`config.mk`:
```
export PLATFORM = sky130hd
export DESIGN_NAME = hpdpc_core
export DESIGN_NICKNAME = d
export VERILOG_FILES = /design/src/hdl/hpdpc_pkg.sv /design/src/hdl/hpdpc_core.sv /design/src/hdl/hpdpc_renum.sv
export SDC_FILE = /design/constraint.sdc
export NUM_CORES = 1
export LEC_CHECK = 0
export ABC_AREA = 1
export BUFFER_PORTS_ARGS = -buffer_cell sky130_fd_sc_hd__buf_2
export CAP_MARGIN = 10
export CORE_MARGIN = 5
export CORE_UTILIZATION = 50
export CTS_CLUSTER_SIZE = 30
export DETAILED_ROUTE_END_ITERATION = 12
export PLACE_DENSITY = 0.77
export SLEW_MARGIN = 20
export SYNTH_ARGS = -nofsm -noshare
export SYNTH_HDL_FRONTEND = slang
export SYNTH_SLANG_ARGS = --single-unit
```
`constraint.sdc`:
```
create_clock -name core_clk_i -period 5.3 [get_ports core_clk_i]
set_clock_uncertainty 0.1 [all_clocks]
set_input_delay 1.325 -clock core_clk_i [delete_from_list [all_inputs] [get_ports core_clk_i]]
set_output_delay 1.325 -clock core_clk_i [all_outputs]
set_load 0.02 [all_outputs]
```
`src/hdl/hpdpc_pkg.sv`:
```
// hub port disable / power configuration: shared constants and types
// assumes one 20 MHz core clock and byte-wide configuration writes
package hpdpc_pkg;

	localparam int unsigned CLK_PERIOD_NS = 50;
	localparam int unsigned NUM_PORTS     = 7;

	////////////////////////////////////////////////////////////////////////
	// configuration byte offsets
	localparam logic [7:0] OFS_DIS_SP  = 8'h0a;
	localparam logic [7:0] OFS_DIS_BP  = 8'h0b;
	localparam logic [7:0] OFS_PWR_SP  = 8'h0c;
	localparam logic [7:0] OFS_PWR_BP  = 8'h0d;
	localparam logic [7:0] OFS_CUR_SP  = 8'h0e;

	// reserved mask bit, no port zero exists
	localparam int unsigned MASK_RSVD_BIT = 0;

	////////////////////////////////////////////////////////////////////////
	// values after reset
	localparam logic [7:0] RST_DIS_SP  = 8'h00;
	localparam logic [7:0] RST_DIS_BP  = 8'h00;
	localparam logic [7:0] RST_PWR_SP  = 8'h01;
	localparam logic [7:0] RST_PWR_BP  = 8'h01;
	localparam logic [7:0] RST_CUR_SP  = 8'h32;
	localparam logic [7:0] RST_RDATA   = 8'h00;

	// power and current fields count in this unit
	localparam int unsigned POWER_UNIT_MA = 2;

	////////////////////////////////////////////////////////////////////////
	// figures reported towards the upstream host
	typedef logic [7:1][2:0] hpdpc_map_t;

	typedef struct packed {
		logic [7:1] port_enabled;
		logic [2:0] port_count;
		hpdpc_map_t host_map;
		logic [7:0] max_power;
		logic [7:0] ctrl_current;
		logic       compound;
	} hpdpc_report_t;

	// number of set bits among ports 7..1
	function automatic logic [2:0] ones7(input logic [7:1] v);
		logic [2:0] n;
		n = 3'h0;
		for (int i = 1; i <= 7; i++)
		begin
			n = n + {2'h0, v[i]};
		end
		return n;
	endfunction

endpackage

```
`src/hdl/hpdpc_core.sv`:
```
// hub port disable / power configuration: register bank and host report
// assumes synchronous byte writes from the eeprom/smbus loader, straps stable at reset
//
// Contract
// RULE1: a set mask bit n disables downstream port n and a clear bit leaves it available.
// RULE2: mask bit zero is reserved and always holds zero.
// RULE3: with remap enable clear the active mask disables its ports permanently for the host.
// RULE4: any pattern of disabled ports is accepted, gaps included.
// RULE5: the reported downstream port count equals the number of enabled ports.
// RULE6: enabled ports are renumbered to a consecutive host sequence.
// RULE7: under default configuration the data-line straps of ports 7..1 pick the disabled ports.
// RULE8: the self-powered mask applies when self-powered, the bus-powered mask otherwise.
// RULE9: the self-powered max power field counts 2 mA units and is reported to the host.
// RULE10: software keeps the self-powered power and current values at or below 100 mA.
// RULE11: the bus-powered max power field counts 2 mA units and is reported as programmed.
// RULE12: the self-powered controller current field counts 2 mA units, hub and board only.
// RULE13: the self-powered controller current resets to 50, meaning 100 mA.
// RULE14: remap enable clear selects standard numbering, set selects re-map mode.
// RULE15: the compound bit makes the hub declare itself part of a compound device.
`timescale 1ns/10ps

module hpdpc_core (
	// clock and reset
	input  wire logic                      core_clk_i,
	input  wire logic                      nrst_i,
	// configuration byte port
	input  wire logic                      cfg_wr_i,
	input  wire logic [7:0]                cfg_addr_i,
	input  wire logic [7:0]                cfg_wdata_i,
	output logic      [7:0]                cfg_rdata_o,
	// mode inputs
	input  wire logic                      self_powered_i,
	input  wire logic                      remap_enable_i,
	input  wire logic                      compound_i,
	input  wire logic                      use_defaults_i,
	// disable straps
	input  wire logic [7:1]                disable_strap_plus_i,
	input  wire logic [7:1]                disable_strap_minus_i,
	// upstream report
	output hpdpc_pkg::hpdpc_report_t       report_o
);

	////////////////////////////////////////////////////////////////////////
	// configuration registers
	logic [7:0] sp_mask_r, sp_mask_nxt;
	logic [7:0] bp_mask_r, bp_mask_nxt;
	logic [7:0] sp_pwr_r,  sp_pwr_nxt;
	logic [7:0] bp_pwr_r,  bp_pwr_nxt;
	logic [7:0] sp_cur_r,  sp_cur_nxt;
	logic       strap_done_r, strap_done_nxt;
	logic [7:0] rdata_r,   rdata_nxt;
	logic [7:1] strap_dis;

	// a port is strapped off only when both of its data lines are pulled up
	assign strap_dis = disable_strap_plus_i & disable_strap_minus_i;

	always_comb
	begin
		sp_mask_nxt    = sp_mask_r;
		bp_mask_nxt    = bp_mask_r;
		sp_pwr_nxt     = sp_pwr_r;
		bp_pwr_nxt     = bp_pwr_r;
		sp_cur_nxt     = sp_cur_r;
		strap_done_nxt = 1'b1;
		// straps caught once, in the first cycle after reset release
		if (!strap_done_r && use_defaults_i)
		begin
			sp_mask_nxt = {strap_dis, 1'b0};             // [RULE7]
			bp_mask_nxt = {strap_dis, 1'b0};             // [RULE7]
		end
		// a loader write in that same cycle wins over the straps
		if (cfg_wr_i)
		begin
			unique case (cfg_addr_i)
				hpdpc_pkg::OFS_DIS_SP: sp_mask_nxt = {cfg_wdata_i[7:1], 1'b0}; // [RULE2]
				hpdpc_pkg::OFS_DIS_BP: bp_mask_nxt = {cfg_wdata_i[7:1], 1'b0}; // [RULE2]
				hpdpc_pkg::OFS_PWR_SP: sp_pwr_nxt  = cfg_wdata_i;             // [RULE9]
				hpdpc_pkg::OFS_PWR_BP: bp_pwr_nxt  = cfg_wdata_i;             // [RULE11]
				hpdpc_pkg::OFS_CUR_SP: sp_cur_nxt  = cfg_wdata_i;             // [RULE12]
				default:               ;
			endcase
		end
		unique case (cfg_addr_i)
			hpdpc_pkg::OFS_DIS_SP: rdata_nxt = sp_mask_r;
			hpdpc_pkg::OFS_DIS_BP: rdata_nxt = bp_mask_r;
			hpdpc_pkg::OFS_PWR_SP: rdata_nxt = sp_pwr_r;
			hpdpc_pkg::OFS_PWR_BP: rdata_nxt = bp_pwr_r;
			hpdpc_pkg::OFS_CUR_SP: rdata_nxt = sp_cur_r;
			default:               rdata_nxt = hpdpc_pkg::RST_RDATA;
		endcase
	end

	always_ff @(posedge core_clk_i)
	begin
		if (!nrst_i)
		begin
			sp_mask_r    <= hpdpc_pkg::RST_DIS_SP;
			bp_mask_r    <= hpdpc_pkg::RST_DIS_BP;
			sp_pwr_r     <= hpdpc_pkg::RST_PWR_SP;
			bp_pwr_r     <= hpdpc_pkg::RST_PWR_BP;
			sp_cur_r     <= hpdpc_pkg::RST_CUR_SP;            // [RULE13]
			strap_done_r <= 1'b0;
			rdata_r      <= hpdpc_pkg::RST_RDATA;
		end
		else
		begin
			sp_mask_r    <= sp_mask_nxt;
			bp_mask_r    <= bp_mask_nxt;
			sp_pwr_r     <= sp_pwr_nxt;
			bp_pwr_r     <= bp_pwr_nxt;
			sp_cur_r     <= sp_cur_nxt;
			strap_done_r <= strap_done_nxt;
			rdata_r      <= rdata_nxt;
		end
	end

	assign cfg_rdata_o = rdata_r;

	////////////////////////////////////////////////////////////////////////
	// active disable set and renumbering
	logic [7:0]            act_mask;
	logic [7:1]            eff_dis;
	hpdpc_pkg::hpdpc_map_t map_c;
	logic [2:0]            count_c;

	assign act_mask = self_powered_i ? sp_mask_r : bp_mask_r;     // [RULE8]
	// re-map mode leaves every port enabled and numbered in place, so the mask is not applied
	assign eff_dis  = remap_enable_i ? 7'h00 : act_mask[7:1];    // [RULE3] [RULE14] [RULE1]

	hpdpc_renum u_renum (
		.disabled_i   (eff_dis),
		.host_map_o   (map_c),
		.port_count_o (count_c)
	);

	////////////////////////////////////////////////////////////////////////
	// registered report towards the host
	hpdpc_pkg::hpdpc_report_t rep_r, rep_nxt;

	always_comb
	begin
		rep_nxt              = rep_r;
		rep_nxt.port_enabled = ~eff_dis;                           // [RULE1]
		rep_nxt.port_count   = count_c;                            // [RULE5]
		rep_nxt.host_map     = map_c;                              // [RULE6]
		// values pass as programmed; their 100 mA ceiling is software's job
		rep_nxt.max_power    = self_powered_i ? sp_pwr_r : bp_pwr_r; // [RULE9] [RULE11]
		rep_nxt.ctrl_current = sp_cur_r;                           // [RULE12]
		rep_nxt.compound     = compound_i;                         // [RULE15]
	end

	always_ff @(posedge core_clk_i)
	begin
		if (!nrst_i)
			rep_r <= '0;
		else
			rep_r <= rep_nxt;
	end

	assign report_o = rep_r;
endmodule

```
`src/hdl/hpdpc_renum.sv`:
```
// hub port disable / power configuration: port renumbering network
// assumes a disable vector for physical ports 7..1; purely combinational
`timescale 1ns/10ps

module hpdpc_renum (
	// physical side
	input  wire logic [7:1]          disabled_i,
	// host-visible side
	output hpdpc_pkg::hpdpc_map_t    host_map_o,
	output logic      [2:0]          port_count_o
);

	logic       [2:0] cnt;
	hpdpc_pkg::hpdpc_map_t map;

	// k-th enabled physical port becomes host port k; gaps are allowed
	always_comb
	begin
		cnt = 3'h0;
		map = '0;
		for (int p = 1; p <= 7; p++)
		begin
			if (!disabled_i[p])
			begin
				cnt      = cnt + 3'h1;                // [RULE4]
				map[cnt] = 3'(p);                     // [RULE6]
			end
		end
	end

	assign host_map_o   = map;
	assign port_count_o = hpdpc_pkg::ones7(~disabled_i); // [RULE5]

endmodule
```
==> flow_summary.toml, run 1 <==
[timing]
setup_tns_ns = 0
drv_slew = 0
setup_viol_count_final = 0
worstMarginPinSlew_ns = 1.07
period_share_pct = 91.3
grt_setup_unrepaired = "false"
hold_viol = 0
relSlewSlack_pct = 28.6
fmax_mhz = 207
finalCriticalPeriod_ns = 4.84

[placement]
hpwl_mm = 9.23
port_buffers = 92
dpl_cell_area_um2 = 5200
gp_congestion = 0.951

[routing]
post_drt_via_cell_ratio = 5.30
first_pass_iters = 5
antenna_left = 0
drt-initial-drc-count = 208
drc = 0
dr_total_vias = 4336
wire_per_inst_um = 14.4
wl_mm = 11.8

[logic_synthesis]
ys_seq_area_share_pct = 42.4
yosys_warnings = 0
ys_async_sr_fraction_pct = 0
netlist_instances = 603
synth_area_leaders = "dfxtp_1, nand2_1, inv_1"
ys.flop_type = "dfxtp_1"
synth-seq-cells = 97
syn_area_per_cell_um2 = 7.60
synth_top_area_share_pct = 42.4
yosysTopAreaCell = "dfxtp_1"
synth_nets = 654
synth_edf_count = 0
synth.distinct_cells = 37
synth_area_um2 = 4580

[final_layout]
area_growth_syn_to_layout_pct = 18.4
antennaDiodeCount = 0
final_design_area_no_fill_um2 = 5420
finish.utilization_pct = 59.8
nFillCells = 828
drive_gt1_share_pct = 24.5
nNetsFinal = 753

[clock_tree]
clockBufferDepth = 2
clock_latency_ns = 0.36
cts_setup_buffers = 0
root_buffer = "clkbuf_8"
cts_buffers = 9
ctsResizeCount = 0
hold_buffers = 0
clk_pin_slew_ns = 0.10
cts_tree = "built"
cts.sinks = 97
htreeDepth = 3

[global_routing]
grt_usage_pct = 21.8
grt_pass1_vias = 4273
grt_pass1_wl_mm = 19.8
grt-ovfl-total = 0
grt_max_degree = 57
antenna_found_initial = 0

[flow_run]
cap_viol_max_count = 0

[setup_path]
worstPathRequired_ns = 5.50
start_kind = "primary input"
cp_common_cell = "ha_1"
worstPathArrival_ns = 5.03
end_kind = "flop"
cp_slowest_cell = "ha_1"
cp_max_fo = 7
critical_path.cell_chain = "buf_2 > inv_4 > nand2_1 > nand3_2 > inv_1 > ha_1 > inv_1 > ha_1 > ha_1 > inv_1 > o21ai_0 > ha_1 > inv_1 > o21ai_0 > ha_1 > inv_1 > o21ai_0 > ha_1 > nor3_2 > nand3_1 > a31oi_1"
crit_type = "primary input to flop"
max_stage_delay_ns = 0.35

[floorplan]
fp-row-count = 35
die_area_um2 = 11200
pin_count = 93
start_util_pct = 50.5
die_h_um = 106
fp.coreArea_um2 = 9060
die_w_um = 106

[power]
leakagePower_nw = 2.69
p_int_w = 0.00121
pwr-share-clk_pct = 27.5
pwr_density_cell_nw_per_um2 = 347
pwr-share-comb_pct = 29.4
power_switching_w = 0.000669
peakVddDrop_v = 0.000191
switching_share_pct = 35.6
p_seq_share_pct = 43.1

[worst_hold_path]
hold_class = "flop to flop"

[outcome]
outcome = "finished, final reports clean"
==> metal layers <==
| layer | GRT usage (%) | routed length [um] |
|---|---|---|
| met1 | 25.0 | 4720 |
| met2 | 39.2 | 5980 |
| met3 | 3.55 | 722 |
| met4 | 10.2 | 378 |
| met5 | 0 | 0 |
==> worst paths after layout <==
kind,endpoint,cells past startpoint,slack [ns],startpoint
max,report_o[19],21,0.46,self_powered_i
min,report_o[1],2,0.35,sp_cur_r[0]
max reg2reg,report_o[19],19,1.20,sp_mask_r[2]
min reg2reg,report_o[1],2,0.35,sp_cur_r[0]
==> kinds of logic after synthesis <==
logic type / share of synthesized area, %
buffers and inverters: 10.4
XOR/XNOR: 0.191
AND/OR/NAND/NOR: 24.9
AO/OA/AOI/OAI: 17.8
adder cells (fa/ha/maj): 4.31
flip-flops: 42.4
==> cell type report <==
class | instances | area, um^2 | share of cell area (%)
tap | 111 | 139 | 2.56
multi-input combinational | 385 | 2170 | 40.0
clock inverter | 7 | 93.8 | 1.73
timing repair buffer | 106 | 566 | 10.4
sequential | 97 | 1940 | 35.8
inverter | 103 | 389 | 7.18
clock buffer | 9 | 124 | 2.28
==> worst max-delay path: cells and delay by family <==
family,cells,cell delay [ns]
buf+inv,7,0.60
fa+ha+maj,6,1.94
simple gates,4,0.47
compound gates,4,0.70
==> through the flow <==
stage / total power [W] / hold slack (ns) / worst slack, ns / cells
floorplan: 0.00123 / 0.317 / 0.252 / 603
global placement: 0.00137 / 0.332 / 0.182 / 802
detailed placement: 0.00138 / 0.337 / 0.0660 / 802
CTS: 0.00189 / 0.352 / 0.450 / 818
global route: 0.00200 / 0.381 / 0.0530 / 818
finish: 0.00188 / 0.348 / 0.462 / 818
==> power groups by stage <==
stage | clock network, W | logic (W) | registers, W
after floorplan | 0 | 0.000324 | 0.000904
after CTS | 0.000526 | 0.000555 | 0.000812
after global routing | 0.000562 | 0.000621 | 0.000818
after global placement | 0 | 0.000545 | 0.000828
final | 0.000517 | 0.000552 | 0.000810
after detailed placement | 0 | 0.000553 | 0.000829
==> state kept, by name, indices dropped and copies added, names as in the netlist <==
signal / count
report_o: 48
bp_mask_r: 8
bp_pwr_r: 8
cfg_rdata_o: 8
sp_cur_r: 8
sp_mask_r: 8
sp_pwr_r: 8
strap_done_r: 1
==> synthesized netlist by cell type (4+ instances only) <==
cell      instances
buf_2             4
nor2_4            5
a31oi_1           4
dfxtp_1          97
inv_1            95
o21ai_0          48
o211ai_1          6
nand2_2           6
nor2_1           39
nand4_1           7
nor2_2            7
a211oi_1         17
ha_1             11
nand3_2          10
nor3_2            4
a221oi_1          4
nor3_1            5
a21oi_1          61
clkbuf_1         12
inv_2             7
nand2_1         101
nand3_1          30
==> cell usage in the layout, fill, tap and decap left out, drive strengths merged <==
cell	instances
a211oi	17
a21oi	62
a221oi	4
a31oi	4
buf	106
bufinv	1
clkbuf	9
clkinv	1
clkinvlp	1
dfxtp	97
fa	3
ha	11
inv	107
nand2	109
nand3	41
nand3b	1
nand4	7
nor2	51
nor3	11
nor4	3
o211ai	6
o21ai	49
o22ai	3
or2	2
xor2	1
Note: power is estimated with default switching activity, not from simulation.
==> run 2, diff against run 1 <==
--- a/config.mk
+++ b/config.mk
@@ -12,8 +12,9 @@
 export CORE_UTILIZATION = 50
 export CTS_CLUSTER_SIZE = 30
 export DETAILED_ROUTE_END_ITERATION = 12
-export PLACE_DENSITY = 0.77
+export PLACE_DENSITY = 0.76
 export SLEW_MARGIN = 20
 export SYNTH_ARGS = -nofsm -noshare
 export SYNTH_HDL_FRONTEND = slang
+export SYNTH_HIERARCHICAL = 1
 export SYNTH_SLANG_ARGS = --single-unit
==> run 2 against run 1 <==
Compared with the run above:
- sequential power down 2.7%
- via count is 8.1% higher
- setup slack worse by 0.033 ns
- clock-buffer cell count is 1 higher
- combinational power shrank 24%
- largest power group unchanged
==> flow_summary.toml, run 2 <==
[outcome]
outcome = "finished, final reports clean"

[setup_path]
reg2reg_slack_ns = 1.21
worstPathRequired_ns = 5.48
crit_buf_inv = 9
worstPathArrival_ns = 5.05
r2r-start = "bp_mask_r[1]"
max_stage_delay_ns = 0.38
crit_type = "primary input to flop"
end_kind = "flop"
cp_max_fo = 12
cp_common_cell = "inv_1"
rr_endpoint = "report_o[27]"
critical-path-top-delay-family = "adder cells"
cp_slowest_cell = "ha_1"
start_kind = "primary input"
worstSetupStartpoint = "self_powered_i"
rr_worst_depth = 25

[worst_hold_path]
hold_class = "flop to flop"
holdPathEnd = "report_o[3]"
hold_depth = 2
holdCritStartpoint = "sp_cur_r[2]"

[timing]
setup_viol_count_final = 0
fmax_mhz = 205
finalCriticalPeriod_ns = 4.87
setup_tns_ns = 0
worstMarginPinSlew_ns = 0.745
hold_ws_ns = 0.356
period_share_pct = 91.9
grt_setup_unrepaired = "false"
drv_slew = 0
relSlewSlack_pct = 50.2
hold_viol = 0

[logic_synthesis]
synth_compound_area_share_pct = 9.91
synth.distinct_cells = 34
synth-seq-cells = 97
synth-simple-area-share_pct = 35.4
yosys_warnings = 6
synth-xor-area-share_pct = 0
synth_top_family_by_area = "simple AND/OR/NAND/NOR gates"
netlist_instances = 682
synth_top_area_share_pct = 39.9
syn_area_per_cell_um2 = 7.13
synthMuxAreaShare_pct = 0
synth_area_um2 = 4860
synth_edf_count = 0
synth_nets = 733
ys_seq_area_share_pct = 39.9
ys_async_sr_fraction_pct = 0
yosysTopAreaCell = "dfxtp_1"
synth_area_leaders = "dfxtp_1, nand2_1, nand3_1"
ys.flop_type = "dfxtp_1"
synth-adder-area-share_pct = 4.22
synth_top_cells_by_count = "nand2_1, dfxtp_1, inv_1"
synth.most_common_cell = "nand2_1"

[placement]
gp_congestion = 0.904
port_buffers = 92
hpwl_mm = 9.60

[routing]
drt-initial-drc-count = 328
antenna_left = 0
first_pass_iters = 5
post_drt_via_cell_ratio = 5.13
wire_per_inst_um = 13.9
drc = 0
wl_mm = 12.7
dr_total_vias = 4687

[floorplan]
fp-row-count = 36
pin_count = 93
die_area_um2 = 11800
die_w_um = 109
die_h_um = 109
start_util_pct = 50.4
fp.coreArea_um2 = 9640

[clock_tree]
clk_pin_slew_ns = 0.09
clockBufferDepth = 2
cts_tree = "built"
clock_latency_ns = 0.38
htreeDepth = 3
cts.sinks = 97
cts_buffers = 9
root_buffer = "clkbuf_8"

[power]
total_power_w = 0.00173
peakVddDrop_v = 0.000159
pwr_density_cell_nw_per_um2 = 306
leakagePower_nw = 2.95

[global_routing]
grt-ovfl-total = 0
antenna_found_initial = 0
grt_pass1_vias = 4394
grt_usage_pct = 22.1
grt_max_degree = 78
grt_pass1_wl_mm = 20.5

[final_layout]
nFillCells = 916
largest_register_ffs = 48
nNetsFinal = 826
drive_gt1_share_pct = 20.9
antennaDiodeCount = 0
area_growth_syn_to_layout_pct = 16.2
final_common_cell = "nand2_1"
mostFrequentLayoutCells = "nand2_1, dfxtp_1, buf_2"

[flow_run]
cap_viol_max_count = 0
## run 2: cell type report
type                    count  area [um^2]  share of cell area (%)
inverters                  95          367                    6.49
flip-flops and latches     97         1940                    34.4
clock inverters             6         82.6                    1.46
clock buffers              10          138                    2.44
repair buffers            103          543                    9.61
multi-input cells         469         2410                    42.7
well taps                 133          166                    2.94
## run 2: where the power goes
| part | switching (W) | total, W | internal, W | leakage [nW] |
|---|---|---|---|---|
| Combinational | 0.000285 | 0.000418 | 0.000133 | 2.04 |
| Clock | 0.000283 | 0.000525 | 0.000242 | 0.108 |
| Sequential | 0.0000138 | 0.000788 | 0.000774 | 0.794 |
| Total | 0.000582 | 0.00173 | 0.00115 | 2.95 |
## run 2: worst max-delay path by stage
| stage | end | cells past startpoint | slack [ns] |
|---|---|---|---|
| after global placement | report_o[19] | 24 | 0.12 |
| after CTS | report_o[27] | 26 | 0.25 |
| final | report_o[27] | 26 | 0.43 |
| after detailed placement | report_o[27] | 26 | -0.12 |
| after floorplan | report_o[18] | 23 | 0.11 |
| after global routing | report_o[27] | 26 | 0.09 |
## run 2: cells by family (layout without fill, tap and decap cells)
group                    after synthesis  in the layout
buffers and inverters                116            214
flip-flops                            97             97
adder cells (fa/ha/maj)               14             14
AND/OR/NAND/NOR                      365            365
AO/OA/AOI/OAI                         90             90
## run 2: worst register-to-register path, delay by kind of cell (launching register included)
family | cells | cell delay (ns)
buf+inv | 8 | 0.59
compound gates | 4 | 0.66
fa+ha+maj | 5 | 1.48
simple gates | 8 | 0.75
flops | 1 | 0.40
## run 2: layer usage
layer / share of wire, % / global-route usage [%]
met5: 0 / 0
met1: 43 / 28.6
met4: 1.8 / 8.21
met2: 47 / 36.0
met3: 7.6 / 5.21
## run 2: per-stage QoR
stage	worst slack (ns)	area (um^2)	cells	utilization, %
CTS	0.254	5650	913	58.6
finish	0.430	5650	913	58.6
detailed placement	-0.124	5430	897	56.3
floorplan	0.113	4870	682	-
global route	0.0891	5650	913	58.6
global placement	0.121	5430	897	56.3
## run 2: timing repair
item | CTS | global route
hold buffers | 0 | 0
gates resized for setup | 0 | 3
setup endpoints to repair | 0 | 21
hold endpoints to repair | 0 | 0
buffers inserted | 0 | 0
==> run 3, diff against run 2 <==
--- a/config.mk
+++ b/config.mk
@@ -6,7 +6,7 @@
 export NUM_CORES = 1
 export LEC_CHECK = 0
 export ABC_AREA = 1
-export BUFFER_PORTS_ARGS = -buffer_cell sky130_fd_sc_hd__buf_2
+export BUFFER_PORTS_ARGS = -buffer_cell sky130_fd_sc_hd__buf_4
 export CAP_MARGIN = 10
 export CORE_MARGIN = 5
 export CORE_UTILIZATION = 50
==> run 3 against run 2 <==
Compared with the run above:
- fmax increased by 0.58%
- clock-buffer cell count is 1 higher
- die area unchanged
- first-iteration DRC count fell by 4.6%
- core utilization rose by 2.1 points
- non-clock buffer count decreased by 2
- critical endpoint is now report_o[19]
- largest power group unchanged
==> flow_summary.toml, run 3 (synthesized netlist as in run 2, its figures left out) <==
[final_layout]
mostFrequentLayoutCells = "nand2_1, buf_4, dfxtp_1"
area_growth_syn_to_layout_pct = 20.4
antennaDiodeCount = 0
nNetsFinal = 824
drive_gt1_share_pct = 20.7
largest_register_ffs = 48
final_common_cell = "nand2_1"

[timing]
grt_setup_unrepaired = "false"
period_share_pct = 91.4
worstMarginPinSlew_ns = 0.756
relSlewSlack_pct = 49.5
setup_ws_ns = 0.458
drv_slew = 0
finalCriticalPeriod_ns = 4.84
hold_viol = 0
setup_viol_count_final = 0
fmax_mhz = 207

[setup_path]
end_kind = "flop"
rr_worst_depth = 23
crit_type = "primary input to flop"
r2r-start = "sp_mask_r[1]"
cp_max_fo = 12
rr_endpoint = "report_o[19]"
reg2reg_slack_ns = 1.16
worstPathArrival_ns = 5.05
worstPathRequired_ns = 5.51
start_kind = "primary input"

[routing]
dr_total_vias = 4634
wl_mm = 12.8
drc = 0
wire_per_inst_um = 14.1
drt-initial-drc-count = 313
first_pass_iters = 5
antenna_left = 0
post_drt_via_cell_ratio = 5.09

[clock_tree]
clockBufferDepth = 2
cts_tree = "built"
clock_latency_ns = 0.37
cts.sinks = 97
root_buffer = "clkbuf_8"
clk_pin_slew_ns = 0.09
cts_buffers = 9
htreeDepth = 3
cts_setup_buffers = 0

[power]
total_power_w = 0.00174
peakVddDrop_v = 0.000129
leakagePower_nw = 2.97
pwr_density_cell_nw_per_um2 = 297

[flow_run]
cap_viol_max_count = 0

[worst_hold_path]
hold_class = "flop to flop"
hold_depth = 2
holdCritStartpoint = "sp_cur_r[3]"
holdPathEnd = "report_o[4]"

[outcome]
outcome = "finished, final reports clean"

[floorplan]
pin_count = 93
die_area_um2 = 11800
fp.coreArea_um2 = 9640
fp-row-count = 36
start_util_pct = 50.4
die_h_um = 109
die_w_um = 109

[global_routing]
antenna_found_initial = 0
grt_pass1_wl_mm = 20.8
grt_max_degree = 79
grt-ovfl-total = 0
grt_usage_pct = 22.4
grt_pass1_vias = 4293

[placement]
port_buffers = 92
gp_congestion = 0.878
hpwl_mm = 9.75
place_worst_setup_slack_ns = -0.0543
==> run 3: repair_timing <==
item	CTS	global route
resized for setup	0	3
hold buffers	0	0
setup endpoints to repair	0	21
==> run 3: power breakdown <==
part | leakage [nW] | internal (W) | switching [W] | total (W)
Clock | 0.0962 | 0.000234 | 0.000269 | 0.000502
Combinational | 2.08 | 0.000163 | 0.000283 | 0.000446
Sequential | 0.794 | 0.000774 | 0.0000165 | 0.000791
==> run 3: how the worst max path moves through the flow <==
stage / start / to / slack, ns / cells past startpoint
3_3_place_gp: self_powered_i / report_o[27] / 0.16 / 25
5_1_grt: self_powered_i / report_o[31] / 0.07 / 25
2_1_floorplan: self_powered_i / report_o[18] / 0.11 / 23
4_1_cts: self_powered_i / report_o[27] / 0.33 / 25
6_report: self_powered_i / report_o[19] / 0.46 / 23
3_5_place_dp: self_powered_i / report_o[27] / -0.05 / 25
==> run 3: through the flow <==
step	cells	TNS, ns	util (%)	hold WS (ns)	area (um^2)
CTS	911	0	60.7	0.357	5850
global placement	895	0	58.6	0.344	5650
detailed placement	895	-0.413	58.6	0.340	5650
finish	911	0	60.7	0.358	5850
floorplan	682	0	-	0.321	4870
global route	911	0	60.7	0.391	5850
==> run 3: final cells by class <==
type / instances / area (um^2)
Tap cell: 133 / 166
Multi-Input combinational cell: 469 / 2420
Sequential cell: 97 / 1940
Clock buffer: 11 / 141
Clock inverter: 5 / 62.6
Timing Repair Buffer: 101 / 758
Fill cell: 943 / 3790
Inverter: 95 / 367
==> run 3: critical path, cell delays in order <==
cell and delay [ns]:
buf_4 0.16, a211oi_2 0.27, inv_1 0.11, ha_1 0.38
inv_1 0.08, nand2_1 0.08, nand2_4 0.11, inv_4 0.05
ha_1 0.30, inv_1 0.10, o21ai_1 0.09, ha_1 0.30
inv_1 0.07, o21ai_0 0.30, ha_1 0.29, inv_1 0.09
o21ai_1 0.09, ha_1 0.33, nor3_2 0.20, nand2_1 0.12
nand3_1 0.08, nand2_1 0.05, inv_1 0.08
==> run 3: routing by layer <==
metal	track usage [%]	wire length (um)
met1	30.7	5730
met2	35.7	5930
met3	3.79	922
met4	8.30	229
met5	0	0
